`src/bfb_pkg.sv`:
```
// Shared constants for the boolean function block library
package bfb_pkg;
  localparam int unsigned GATE_N     = 3;
  localparam int unsigned XOR_N      = 2;
  localparam int unsigned MARK_N     = 8;
  localparam logic [7:0]  MARK_RST   = 8'h80;
  localparam int unsigned BLK_MAX    = 56;
  localparam int unsigned BLK_W      = 6;
  localparam int unsigned MEM_W      = 8;
  localparam int unsigned MEM_SPACE  = 48;
  localparam int unsigned NUM_EXP    = 4;
  localparam int unsigned CNT_W      = 4;
  localparam int unsigned IDX_W      = 7;
  localparam int unsigned BASE_DI    = 8;
  localparam int unsigned BASE_DQ    = 4;
  localparam int unsigned BASE_AI    = 2;
  localparam int unsigned AI_SEL_MAX = 8;
  localparam int unsigned AI_W       = 10;
  localparam int unsigned DI_AI1_BIT = 6;
  localparam int unsigned DI_AI2_BIT = 7;
  localparam logic [2:0]  PREV_RST   = 3'h0;
  localparam logic        OUT_RST    = 1'b0;
endpackage

```
`src/bfb_core.sv`:
```
// Boolean function blocks, markers, constants, block budget and terminal numbering
`timescale 1ns/1ps
`default_nettype none

// How it works
// - AND output high only when all inputs high.
// - Unconnected AND or NAND inputs read as high.
// - Unconnected OR, NOR or XOR inputs read as low.
// - Rising AND pulses when all high now, some low last cycle.
// - NAND output low only when all inputs high.
// - Falling NAND high when some low now, all high last cycle.
// - OR output high when any input high.
// - NOR high only when all low; drops on any rising input.
// - Two-input XOR high when inputs differ.
// - NOT outputs the complement of its single input.
// - Eight marker bits whose outputs follow their written inputs.
// - Marker outputs show last cycle's value, steady within a cycle.
// - Eighth marker high in first cycle, then behaves normally.
// - Constant sources give fixed high and fixed low.
// - Refuse new blocks at 56 or when memory need exceeds free.
// - Digital indices numbered base first, then modules in install order.
// - Base inputs seven and eight read digital or analog by use.
// - Module analog inputs numbered after existing; only 1 to 8 selectable.
module bfb_core
  import bfb_pkg::*;
#(
  parameter int unsigned  BLOCKS_MAX  = BLK_MAX,
  parameter logic [7:0]   MEM_TOTAL   = 8'(MEM_SPACE),
  parameter int unsigned  EXP_N       = NUM_EXP,
  parameter bit           BASE_ANALOG = 1'b1
) (
  // Program cycle clock and program start
  input  wire logic                     clock,
  input  wire logic                     rst,
  // Conjunction family inputs and connection masks
  input  wire logic [GATE_N-1:0]        and_in,
  input  wire logic [GATE_N-1:0]        and_conn,
  input  wire logic [GATE_N-1:0]        andr_in,
  input  wire logic [GATE_N-1:0]        andr_conn,
  input  wire logic [GATE_N-1:0]        nand_in,
  input  wire logic [GATE_N-1:0]        nand_conn,
  input  wire logic [GATE_N-1:0]        nandf_in,
  input  wire logic [GATE_N-1:0]        nandf_conn,
  // Disjunction family inputs and connection masks
  input  wire logic [GATE_N-1:0]        or_in,
  input  wire logic [GATE_N-1:0]        or_conn,
  input  wire logic [GATE_N-1:0]        nor_in,
  input  wire logic [GATE_N-1:0]        nor_conn,
  input  wire logic [XOR_N-1:0]         xor_in,
  input  wire logic [XOR_N-1:0]         xor_conn,
  input  wire logic                     not_in,
  // Gate results, one cycle after evaluation
  output logic                          and_q,
  output logic                          and_rise_q,
  output logic                          nand_q,
  output logic                          nand_fall_q,
  output logic                          or_q,
  output logic                          nor_q,
  output logic                          xor_q,
  output logic                          not_q,
  // Constant sources
  output logic                          const_high,
  output logic                          const_low,
  // Marker bits
  input  wire logic [MARK_N-1:0]        mark_in,
  output logic [MARK_N-1:0]             mark_q,
  output logic                          first_cycle_marker,
  // Block budget
  input  wire logic                     add_req,
  input  wire logic [MEM_W-1:0]         add_need,
  output logic                          add_offer,
  output logic                          add_done_q,
  output logic                          add_refused_q,
  output logic [BLK_W-1:0]              blk_count_q,
  output logic [MEM_W-1:0]              mem_free_q,
  // Expansion module terminal counts, install order
  input  wire logic [EXP_N*CNT_W-1:0]   exp_di_cnt,
  input  wire logic [EXP_N*CNT_W-1:0]   exp_dq_cnt,
  input  wire logic [EXP_N*CNT_W-1:0]   exp_ai_cnt,
  output logic [EXP_N*IDX_W-1:0]        di_first_q,
  output logic [EXP_N*IDX_W-1:0]        dq_first_q,
  output logic [EXP_N*IDX_W-1:0]        ai_first_q,
  output logic [IDX_W-1:0]              ai_total_q,
  // Base unit inputs and analog selection
  input  wire logic [BASE_DI-1:0]       base_pin,
  input  wire logic                     prog_ai1_use,
  input  wire logic                     prog_ai2_use,
  input  wire logic [AI_W-1:0]          adc_ai1,
  input  wire logic [AI_W-1:0]          adc_ai2,
  output logic [BASE_DI-1:0]            base_di_q,
  output logic [AI_W-1:0]               analog_in1_q,
  output logic [AI_W-1:0]               analog_in2_q,
  input  wire logic [IDX_W-1:0]         ai_sel_idx,
  output logic                          ai_sel_ok
);

  // Open pins take the family default level
  function automatic logic [GATE_N-1:0] eff(input logic [GATE_N-1:0] v,
                                            input logic [GATE_N-1:0] c,
                                            input logic              dflt);
    eff = (v & c) | (~c & {GATE_N{dflt}});
  endfunction

  wire logic [GATE_N-1:0] and_e;
  wire logic [GATE_N-1:0] andr_e;
  wire logic [GATE_N-1:0] nand_e;
  wire logic [GATE_N-1:0] nandf_e;
  wire logic [GATE_N-1:0] or_e;
  wire logic [GATE_N-1:0] nor_e;
  wire logic [XOR_N-1:0]  xor_e;
  wire logic              andr_all;
  wire logic              nandf_all;
  logic [GATE_N-1:0]      andr_prev_q;
  logic [GATE_N-1:0]      nandf_prev_q;

  assign and_e   = eff(and_in, and_conn, 1'b1);
  assign andr_e  = eff(andr_in, andr_conn, 1'b1);
  assign nand_e  = eff(nand_in, nand_conn, 1'b1);
  assign nandf_e = eff(nandf_in, nandf_conn, 1'b1);
  assign or_e    = eff(or_in, or_conn, 1'b0);
  assign nor_e   = eff(nor_in, nor_conn, 1'b0);
  assign xor_e   = xor_in & xor_conn;
  assign andr_all  = &andr_e;
  assign nandf_all = &nandf_e;

  // Previous-cycle inputs for the edge blocks; reset reads as not all high
  always_ff @(posedge clock) begin
    if (rst) begin
      andr_prev_q  <= PREV_RST;
      nandf_prev_q <= PREV_RST;
    end else begin
      andr_prev_q  <= andr_e;
      nandf_prev_q <= nandf_e;
    end
  end

  always_ff @(posedge clock) begin
    if (rst) begin
      and_q       <= OUT_RST;
      and_rise_q  <= OUT_RST;
      nand_q      <= OUT_RST;
      nand_fall_q <= OUT_RST;
      or_q        <= OUT_RST;
      nor_q       <= OUT_RST;
      xor_q       <= OUT_RST;
      not_q       <= OUT_RST;
    end else begin
      and_q       <= &and_e;
      and_rise_q  <= andr_all & ~(&andr_prev_q);
      nand_q      <= ~(&nand_e);
      nand_fall_q <= ~nandf_all & (&nandf_prev_q);
      or_q        <= |or_e;
      nor_q       <= ~(|nor_e);
      xor_q       <= xor_e[0] ^ xor_e[1];
      not_q       <= ~not_in;
    end
  end

  assign const_high = 1'b1;
  assign const_low  = 1'b0;

  // Reset value preloads the eighth marker for the first cycle
  always_ff @(posedge clock) begin
    if (rst) begin
      mark_q <= MARK_RST;
    end else begin
      mark_q <= mark_in;
    end
  end

  logic first_q;
  always_ff @(posedge clock) begin
    if (rst) begin
      first_q <= 1'b1;
    end else begin
      first_q <= 1'b0;
    end
  end
  assign first_cycle_marker = first_q;

  // Block budget: removal only by a new program start
  wire logic room_blk;
  wire logic room_mem;
  assign room_blk  = blk_count_q < BLK_W'(BLOCKS_MAX);
  assign room_mem  = add_need <= mem_free_q;
  assign add_offer = room_blk & room_mem;

  always_ff @(posedge clock) begin
    if (rst) begin
      blk_count_q   <= '0;
      mem_free_q    <= MEM_TOTAL;
      add_done_q    <= 1'b0;
      add_refused_q <= 1'b0;
    end else begin
      add_done_q    <= add_req & add_offer;
      add_refused_q <= add_req & ~add_offer;
      if (add_req && add_offer) begin
        blk_count_q <= blk_count_q + 1'b1;
        mem_free_q  <= mem_free_q - add_need;
      end
    end
  end

  // Terminal numbering as running sums over install order
  logic [EXP_N*IDX_W-1:0] di_first_d;
  logic [EXP_N*IDX_W-1:0] dq_first_d;
  logic [EXP_N*IDX_W-1:0] ai_first_d;
  logic [IDX_W-1:0]       ai_total_d;
  always_comb begin
    logic [IDX_W-1:0] di_n;
    logic [IDX_W-1:0] dq_n;
    logic [IDX_W-1:0] ai_n;
    di_n = IDX_W'(BASE_DI + 1);
    dq_n = IDX_W'(BASE_DQ + 1);
    ai_n = BASE_ANALOG ? IDX_W'(BASE_AI + 1) : IDX_W'(1);
    for (int i = 0; i < EXP_N; i++) begin
      di_first_d[i*IDX_W +: IDX_W] = di_n;
      dq_first_d[i*IDX_W +: IDX_W] = dq_n;
      ai_first_d[i*IDX_W +: IDX_W] = ai_n;
      di_n = di_n + IDX_W'(exp_di_cnt[i*CNT_W +: CNT_W]);
      dq_n = dq_n + IDX_W'(exp_dq_cnt[i*CNT_W +: CNT_W]);
      ai_n = ai_n + IDX_W'(exp_ai_cnt[i*CNT_W +: CNT_W]);
    end
    ai_total_d = ai_n - 1'b1;
  end

  always_ff @(posedge clock) begin
    if (rst) begin
      di_first_q <= '0;
      dq_first_q <= '0;
      ai_first_q <= '0;
      ai_total_q <= '0;
    end else begin
      di_first_q <= di_first_d;
      dq_first_q <= dq_first_d;
      ai_first_q <= ai_first_d;
      ai_total_q <= ai_total_d;
    end
  end

  // Only channels one to eight that exist may feed analog functions
  assign ai_sel_ok = (ai_sel_idx != '0) && (ai_sel_idx <= IDX_W'(AI_SEL_MAX))
                     && (ai_sel_idx <= ai_total_q);

  // Base pins are asynchronous, two flops before use
  logic [BASE_DI-1:0] pin_s1_q;
  logic [BASE_DI-1:0] pin_s2_q;
  always_ff @(posedge clock) begin
    if (rst) begin
      pin_s1_q <= '0;
      pin_s2_q <= '0;
    end else begin
      pin_s1_q <= base_pin;
      pin_s2_q <= pin_s1_q;
    end
  end

  wire logic ai1_used;
  wire logic ai2_used;
  logic [BASE_DI-1:0] di_mask;
  assign ai1_used = BASE_ANALOG & prog_ai1_use;
  assign ai2_used = BASE_ANALOG & prog_ai2_use;
  always_comb begin
    di_mask             = '1;
    di_mask[DI_AI1_BIT] = ~ai1_used;
    di_mask[DI_AI2_BIT] = ~ai2_used;
  end

  always_ff @(posedge clock) begin
    if (rst) begin
      base_di_q    <= '0;
      analog_in1_q <= '0;
      analog_in2_q <= '0;
    end else begin
      base_di_q    <= pin_s2_q & di_mask;
      analog_in1_q <= ai1_used ? adc_ai1 : '0;
      analog_in2_q <= ai2_used ? adc_ai2 : '0;
    end
  end
endmodule

`default_nettype wire

```
`config.mk`:
```
export PLATFORM = sky130hd
export DESIGN_NAME = bfb_core
export DESIGN_NICKNAME = d
export VERILOG_FILES = /design/src/bfb_pkg.sv /design/src/bfb_core.sv
export SDC_FILE = /design/constraint.sdc
export NUM_CORES = 1
export LEC_CHECK = 0
export BUFFER_PORTS_ARGS = -buffer_cell sky130_fd_sc_hd__buf_2
export CORE_ASPECT_RATIO = 1.25
export CORE_UTILIZATION = 47
export CTS_CLUSTER_DIAMETER = 200
export CTS_CLUSTER_SIZE = 20
export DETAILED_ROUTE_END_ITERATION = 8
export GPL_ROUTABILITY_DRIVEN = 0
export PLACE_DENSITY_LB_ADDON = 0.15
export RECOVER_POWER = 25
export SETUP_SLACK_MARGIN = 0.02
export SYNTH_ARGS = -nofsm -noshare
export SYNTH_HDL_FRONTEND = slang
export SYNTH_SLANG_ARGS = --single-unit
```
`constraint.sdc`:
```
create_clock -name clock -period 4.2 [get_ports clock]
set_clock_uncertainty 0.15 [all_clocks]
set_input_delay 0.42 -clock clock [delete_from_list [all_inputs] [get_ports clock]]
set_output_delay 0.42 -clock clock [all_outputs]
set_load 0.05 [all_outputs]
```
## Word-level counts from Yosys, hierarchy flattened

Cells that the tools add are included.

- Flip-flop bits (word level): 174
- Input bits: 145
- Output and inout port bits: 156
- Logic and storage cells: 93

- Add/subtract/negate cells: 13
- Order comparisons: 4
- Multiplexer cells: 4
- Bitwise logic cells: 30
- Reduce and logical (&&, ||, !) cells: 14

Operators by type and width:

| cell | count |
|---|---|
| 6-bit by 4-bit adder with 7-bit output | 3 |
| 5-bit by 4-bit adder with 6-bit output | 3 |
| 3-bit AND | 6 |
| 3-bit AND reduction | 6 |
| 3-bit NOT | 4 |
| 3-bit bitwise OR | 4 |
| 8-bit AND | 1 |
| 8-bit <= comparator | 1 |
| 1-bit NOT | 8 |
| 8-bit subtractor | 1 |
| 7-bit by 4-bit adder with 7-bit output | 1 |
| 7-bit by 4-bit <= comparator with 1-bit output (second input constant) | 1 |
| 7-bit <= comparator | 1 |
| 7-bit nonzero test | 1 |
| 7-bit by 1-bit subtractor with 7-bit output (second input constant) | 1 |
| 6-bit by 1-bit adder with 6-bit output (second input constant) | 1 |
| 6-bit < comparator (second input constant) | 1 |
| 3-bit OR reduction | 2 |
| 2-bit by 4-bit adder with 5-bit output (first input constant) | 1 |
| 3-bit by 4-bit adder with 5-bit output (first input constant) | 1 |
| 4-bit by 4-bit adder with 5-bit output (first input constant) | 1 |
| 1-bit AND | 5 |
| 4-bit 2-to-1 mux | 1 |
| 2-bit OR reduction | 2 |
| other kinds (6) | 8 |

## Longest topological paths before layout

- Depth after elaboration: 5
- Gate-level depth with buffers: 17
- Mapped depth without buffers: 17

## Least setup slack after synthesis

No wires, ideal clock.

- Path type: input-to-reg
- From: input port exp_ai_cnt[0]
- To: register ai_total_q[5]
- Setup time: 123 ps
- Arrival time: 3,582 ps
- Required time: 3,927 ps
- Slack: 345 ps
- Stages: 17
- Path buffers: 0
- Cells stage by stage: inv_1 -> ha_1 -> inv_1 -> fa_1 -> inv_1 -> fa_1 -> ha_1 -> inv_1 -> ha_1 -> inv_1 -> fa_1 -> inv_1 -> a21o_1 -> a21oi_1 -> xnor2_1 -> xnor2_1 -> mux2_1

- Word-level cells in the longest chain between the ends: 5

Ends and longest elaborated chain:

| element | RTL line | RTL |
|---|---|---|
| start: declaration | bfb_core.sv:79 | `input wire logic [EXP_N*CNT_W-1:0] exp_ai_cnt,` |
| 2-bit by 4-bit adder with 5-bit output | bfb_core.sv:222 | `ai_n = ai_n + IDX_W'(exp_ai_cnt[i*CNT_W +: CNT_W]);` |
| net ai_first_d[8] | bfb_core.sv:207 | `logic [EXP_N*IDX_W-1:0] ai_first_d;` |
| 5-bit by 4-bit adder with 6-bit output | bfb_core.sv:222 |  |
| net ai_first_d[15] | bfb_core.sv:207 |  |
| 6-bit by 4-bit adder with 7-bit output | bfb_core.sv:222 |  |
| 7-bit by 4-bit adder with 7-bit output | bfb_core.sv:222 |  |
| 7-bit by 1-bit subtractor with 7-bit output | bfb_core.sv:224 | `ai_total_d = ai_n - 1'b1;` |
| end signal: assignment | bfb_core.sv:237 | `ai_total_q <= ai_total_d;` |
| end: declaration | bfb_core.sv:83 | `output logic [IDX_W-1:0] ai_total_q,` |

The timed path passes the listed nets, and every way through them passes these cells.
A chain may end at the register's enable or synchronous reset.

## Worst setup path in the final report

Ends and elaborated chain as after synthesis.

==> impl_results.md <==
* GRT overflow at 0
* Die area at around 14,000 µm²
* Asr flop ratio synth at 0
* Minimum clock period at roughly 3.8 ns
* Final Cell Area at 8280 µm²
* Worst EP required at about 4.4 ns
* Worst Hold Class: input pin to flop
* H-tree level count at 4
* Ant diodes at 0
* Met1 WL at 5.65 mm
* Clk_lat worst skew at roughly 0.42 ns
* Final WL at approximately 15 mm
* Cell Area, Placed at approximately 7700 µm²
* Initial DRC count at slightly above 200
* Global-route wire length before repair at around 24 mm
* IO Count at about 300
* Routed length per placed instance at between 10 and 15 µm
* Status: finished, violations left
* Slew Viols, Final at 50
* Synth Register Bits at 145
* Pwr per Cell Area at ~550 nW/µm²
* Synth warn at 0
* Synthesized netlist cell count at approximately 640
* Initial Utilization at 0.488
* Logic pwr share at 0.314
* Row count at between 40 and 50
* CTS tree: built
* Worst Tran Pin Value at between 2 and 2.5 ns
* Synthesized area per cell at 9.82 µm²
* Pint at 0.00289 W
* Die Y at ~130 µm
* DR WL met3 at approximately 1.0 mm
* Final Cycle Share at 0.906
* Vias per cell at between 4 and 5
* RSZ-0062 raised after global routing: false
* DIE WIDTH at between 100 and 150 µm
* Clock Power Share at 0.345
* Met2 routed wirelength at 7.62 mm
* Worst setup SP type: input pin
* DRT Pass-1 Iters at 5
* CTS Sinks at approximately 150
* Port bufs at between 200 and 300
* Lkg Pwr at between 4 and 5 nW
* Worst vdd ir at approximately 0.00033 V
* Top-area cell type share of the netlist area at 0.461
* DR top layer: met4
* Final #Nets at ~1,100
* Post-synthesis sequential area ratio at 0.461
* Net Sw Frac at 0.367
* Vias in the first global route at about 5,200
* Post-Syn Area at around 6300 µm²
* Failing checks: max-capacitance violations, max-slew violations
* Post-synthesis cell type count at 57
* Fin. Hold Viols at 0
* Most common flop cell mapped by yosys: dfxtp_1
* Switching power at between 0.0015 and 0.002 W
* P&R area growth vs syn at 31.4%
* Fraction of layout cells with a size suffix above 1 at 0.340
* Setup Viol. Count Final at 0
* Worst-path clk slew at ~0.07 ns
* Core area at 12,900 µm²
* Clock Path Buffers at 2
* Largest cells by area after synthesis: dfxtp_1 (46%), ha_1 (10%), nor2b_1 (5.3%)
* Crit path max fanout at 3
* Remaining DRCs at 0
* FMAX at approximately 0.26 GHz
* Slew HR at -0.468
* Max cap viols at 1
* Reg2Reg Depth at 9
* Most common library cells after synthesis: dfxtp_1 (145), nor2_1 (64), inv_1 (60)
* Antenna Nets Post-Route at 0
* All-layer global routing usage at 0.222
* Largest net degree at the start of global routing at 60
* Post-synth EDFFs at 0
* TritonCTS Buffers at 17
* Total number of vias at around 5,100
* Cell taking the most area after synthesis: dfxtp_1
* CP Class: input pin to flop
* Clk root buf: clkbuf_16
* Worst Hold Depth at 2
* Critical Path AT at between 3 and 4 ns
* Sequential power share at 0.341
* Critical Path End Type: flop
* Top-count cell post-synth: dfxtp_1
* Total Power at approximately 0.0046 W
* Cts repair resizes at 0
* Initial antenna violation count at 0
* Hpwl dp at around 11 mm
[power by group through the flow]
stage | sequential [W] | combinational (W) | clock [W]
finish | 0.00156 | 0.00143 | 0.00157
floorplan | 0.00200 | 0.000691 | 0
global route | 0.00157 | 0.00156 | 0.00167
global placement | 0.00159 | 0.00139 | 0
detailed placement | 0.00159 | 0.00142 | 0
CTS | 0.00156 | 0.00144 | 0.00160
[stage by stage]
| stage | worst slack, ns | instances | setup TNS [ns] | hold WS, ns | utilization |
|---|---|---|---|---|---|
| 3_3_place_gp | 0.106 | 1056 | 0 | 0.249 | 0.594 |
| 2_1_floorplan | 0.345 | 665 | 0 | 0.239 | - |
| 3_5_place_dp | -0.0254 | 1056 | -0.0254 | 0.253 | 0.594 |
| 6_report | 0.397 | 1089 | 0 | 0.0164 | 0.642 |
| 4_1_cts | 0.382 | 1089 | 0 | 0.00607 | 0.643 |
| 5_1_grt | 0.203 | 1089 | 0 | 0.00810 | 0.642 |
[cell families (layout without fill, tap and decap cells)]
kind of cell | after synthesis | in the layout | share of synthesized area
other | 2 | 26 | 0.00119
AO/OA/AOI/OAI | 83 | 83 | 0.0920
XOR/XNOR | 32 | 32 | 0.0457
adder cells (fa/ha/maj) | 59 | 59 | 0.127
AND/OR/NAND/NOR | 207 | 207 | 0.179
flip-flops | 145 | 145 | 0.461
multiplexers | 7 | 7 | 0.0117
buffers and inverters | 106 | 362 | 0.0829
[timing repair]
item	CTS	global route
buffers inserted	0	0
endpoints found under the hold margin	1	0
endpoints found under the setup margin	0	0
hold buffers	1	0
[per-layer routing]
| layer | vias to the layer above | global-route usage |
|---|---|---|
| met3 | 37 | 0.0620 |
| met2 | 213 | 0.404 |
| li1 | 2568 | - |
| met5 | - | 0 |
| met1 | 2310 | 0.229 |
| met4 | 0 | 0.112 |
[sequential cells by signal (all words and copies together), names as in the netlist, 10 cells and up]
signal        flops
dq_first_q       19
ai_first_q       18
di_first_q       18
analog_in2_q     10
analog_in1_q     10
[layout make-up]
type,instances,area (µm²)
timing repair buffer,270,1360
fill,1092,4620
sequential,145,2900
clock buffer,17,425
multi-input combinational,414,2960
clock inverter,15,193
inverter,60,225
tap,168,210
[worst max-delay path, cell delays in order]
cell and delay, ns:
buf_2 0.10, inv_1 0.06, ha_1 0.30, inv_1 0.07
fa_1 0.54, inv_1 0.08, fa_1 0.49, ha_1 0.29
inv_1 0.06, ha_1 0.17, inv_1 0.06, fa_1 0.39
inv_1 0.08, a21o_1 0.12, a21oi_1 0.08, xnor2_1 0.18
xnor2_1 0.15, mux2_1 0.33
[worst paths after layout]
path,startpoint,endpoint,slack (ns)
hold reg to reg,andr_prev_q[1],and_rise_q,0.26
hold / removal,prog_ai1_use,base_di_q[6],0.02
setup / recovery,exp_ai_cnt[0],ai_total_q[5],0.40
setup reg to reg,mem_free_q[0],blk_count_q[3],1.30
[cell usage in the layout, fill, tap and decap left out, types with 4 or more instances in the layout]
master | synthesis | layout
a21o_1 | 12 | 12
nor2_1 | 64 | 64
inv_1 | 60 | 60
and2_1 | 37 | 30
a21oi_1 | 24 | 24
nand2_1 | 9 | 9
nand3_1 | 6 | 6
inv_6 | 0 | 4
mux2i_1 | 4 | 4
and3_1 | 4 | 4
fa_1 | 8 | 8
ha_1 | 51 | 51
clkbuf_16 | 0 | 17
nand2b_1 | 8 | 8
nor2b_1 | 53 | 53
nand4_1 | 4 | 4
inv_8 | 0 | 5
and2_0 | 0 | 7
xor2_1 | 6 | 6
buf_2 | 0 | 263
conb_1 | 2 | 26
nor3_1 | 7 | 7
dfxtp_1 | 145 | 145
a211oi_1 | 4 | 4
o21ai_0 | 16 | 16
xnor2_1 | 25 | 25
Note: power is estimated with default switching activity, not from simulation.
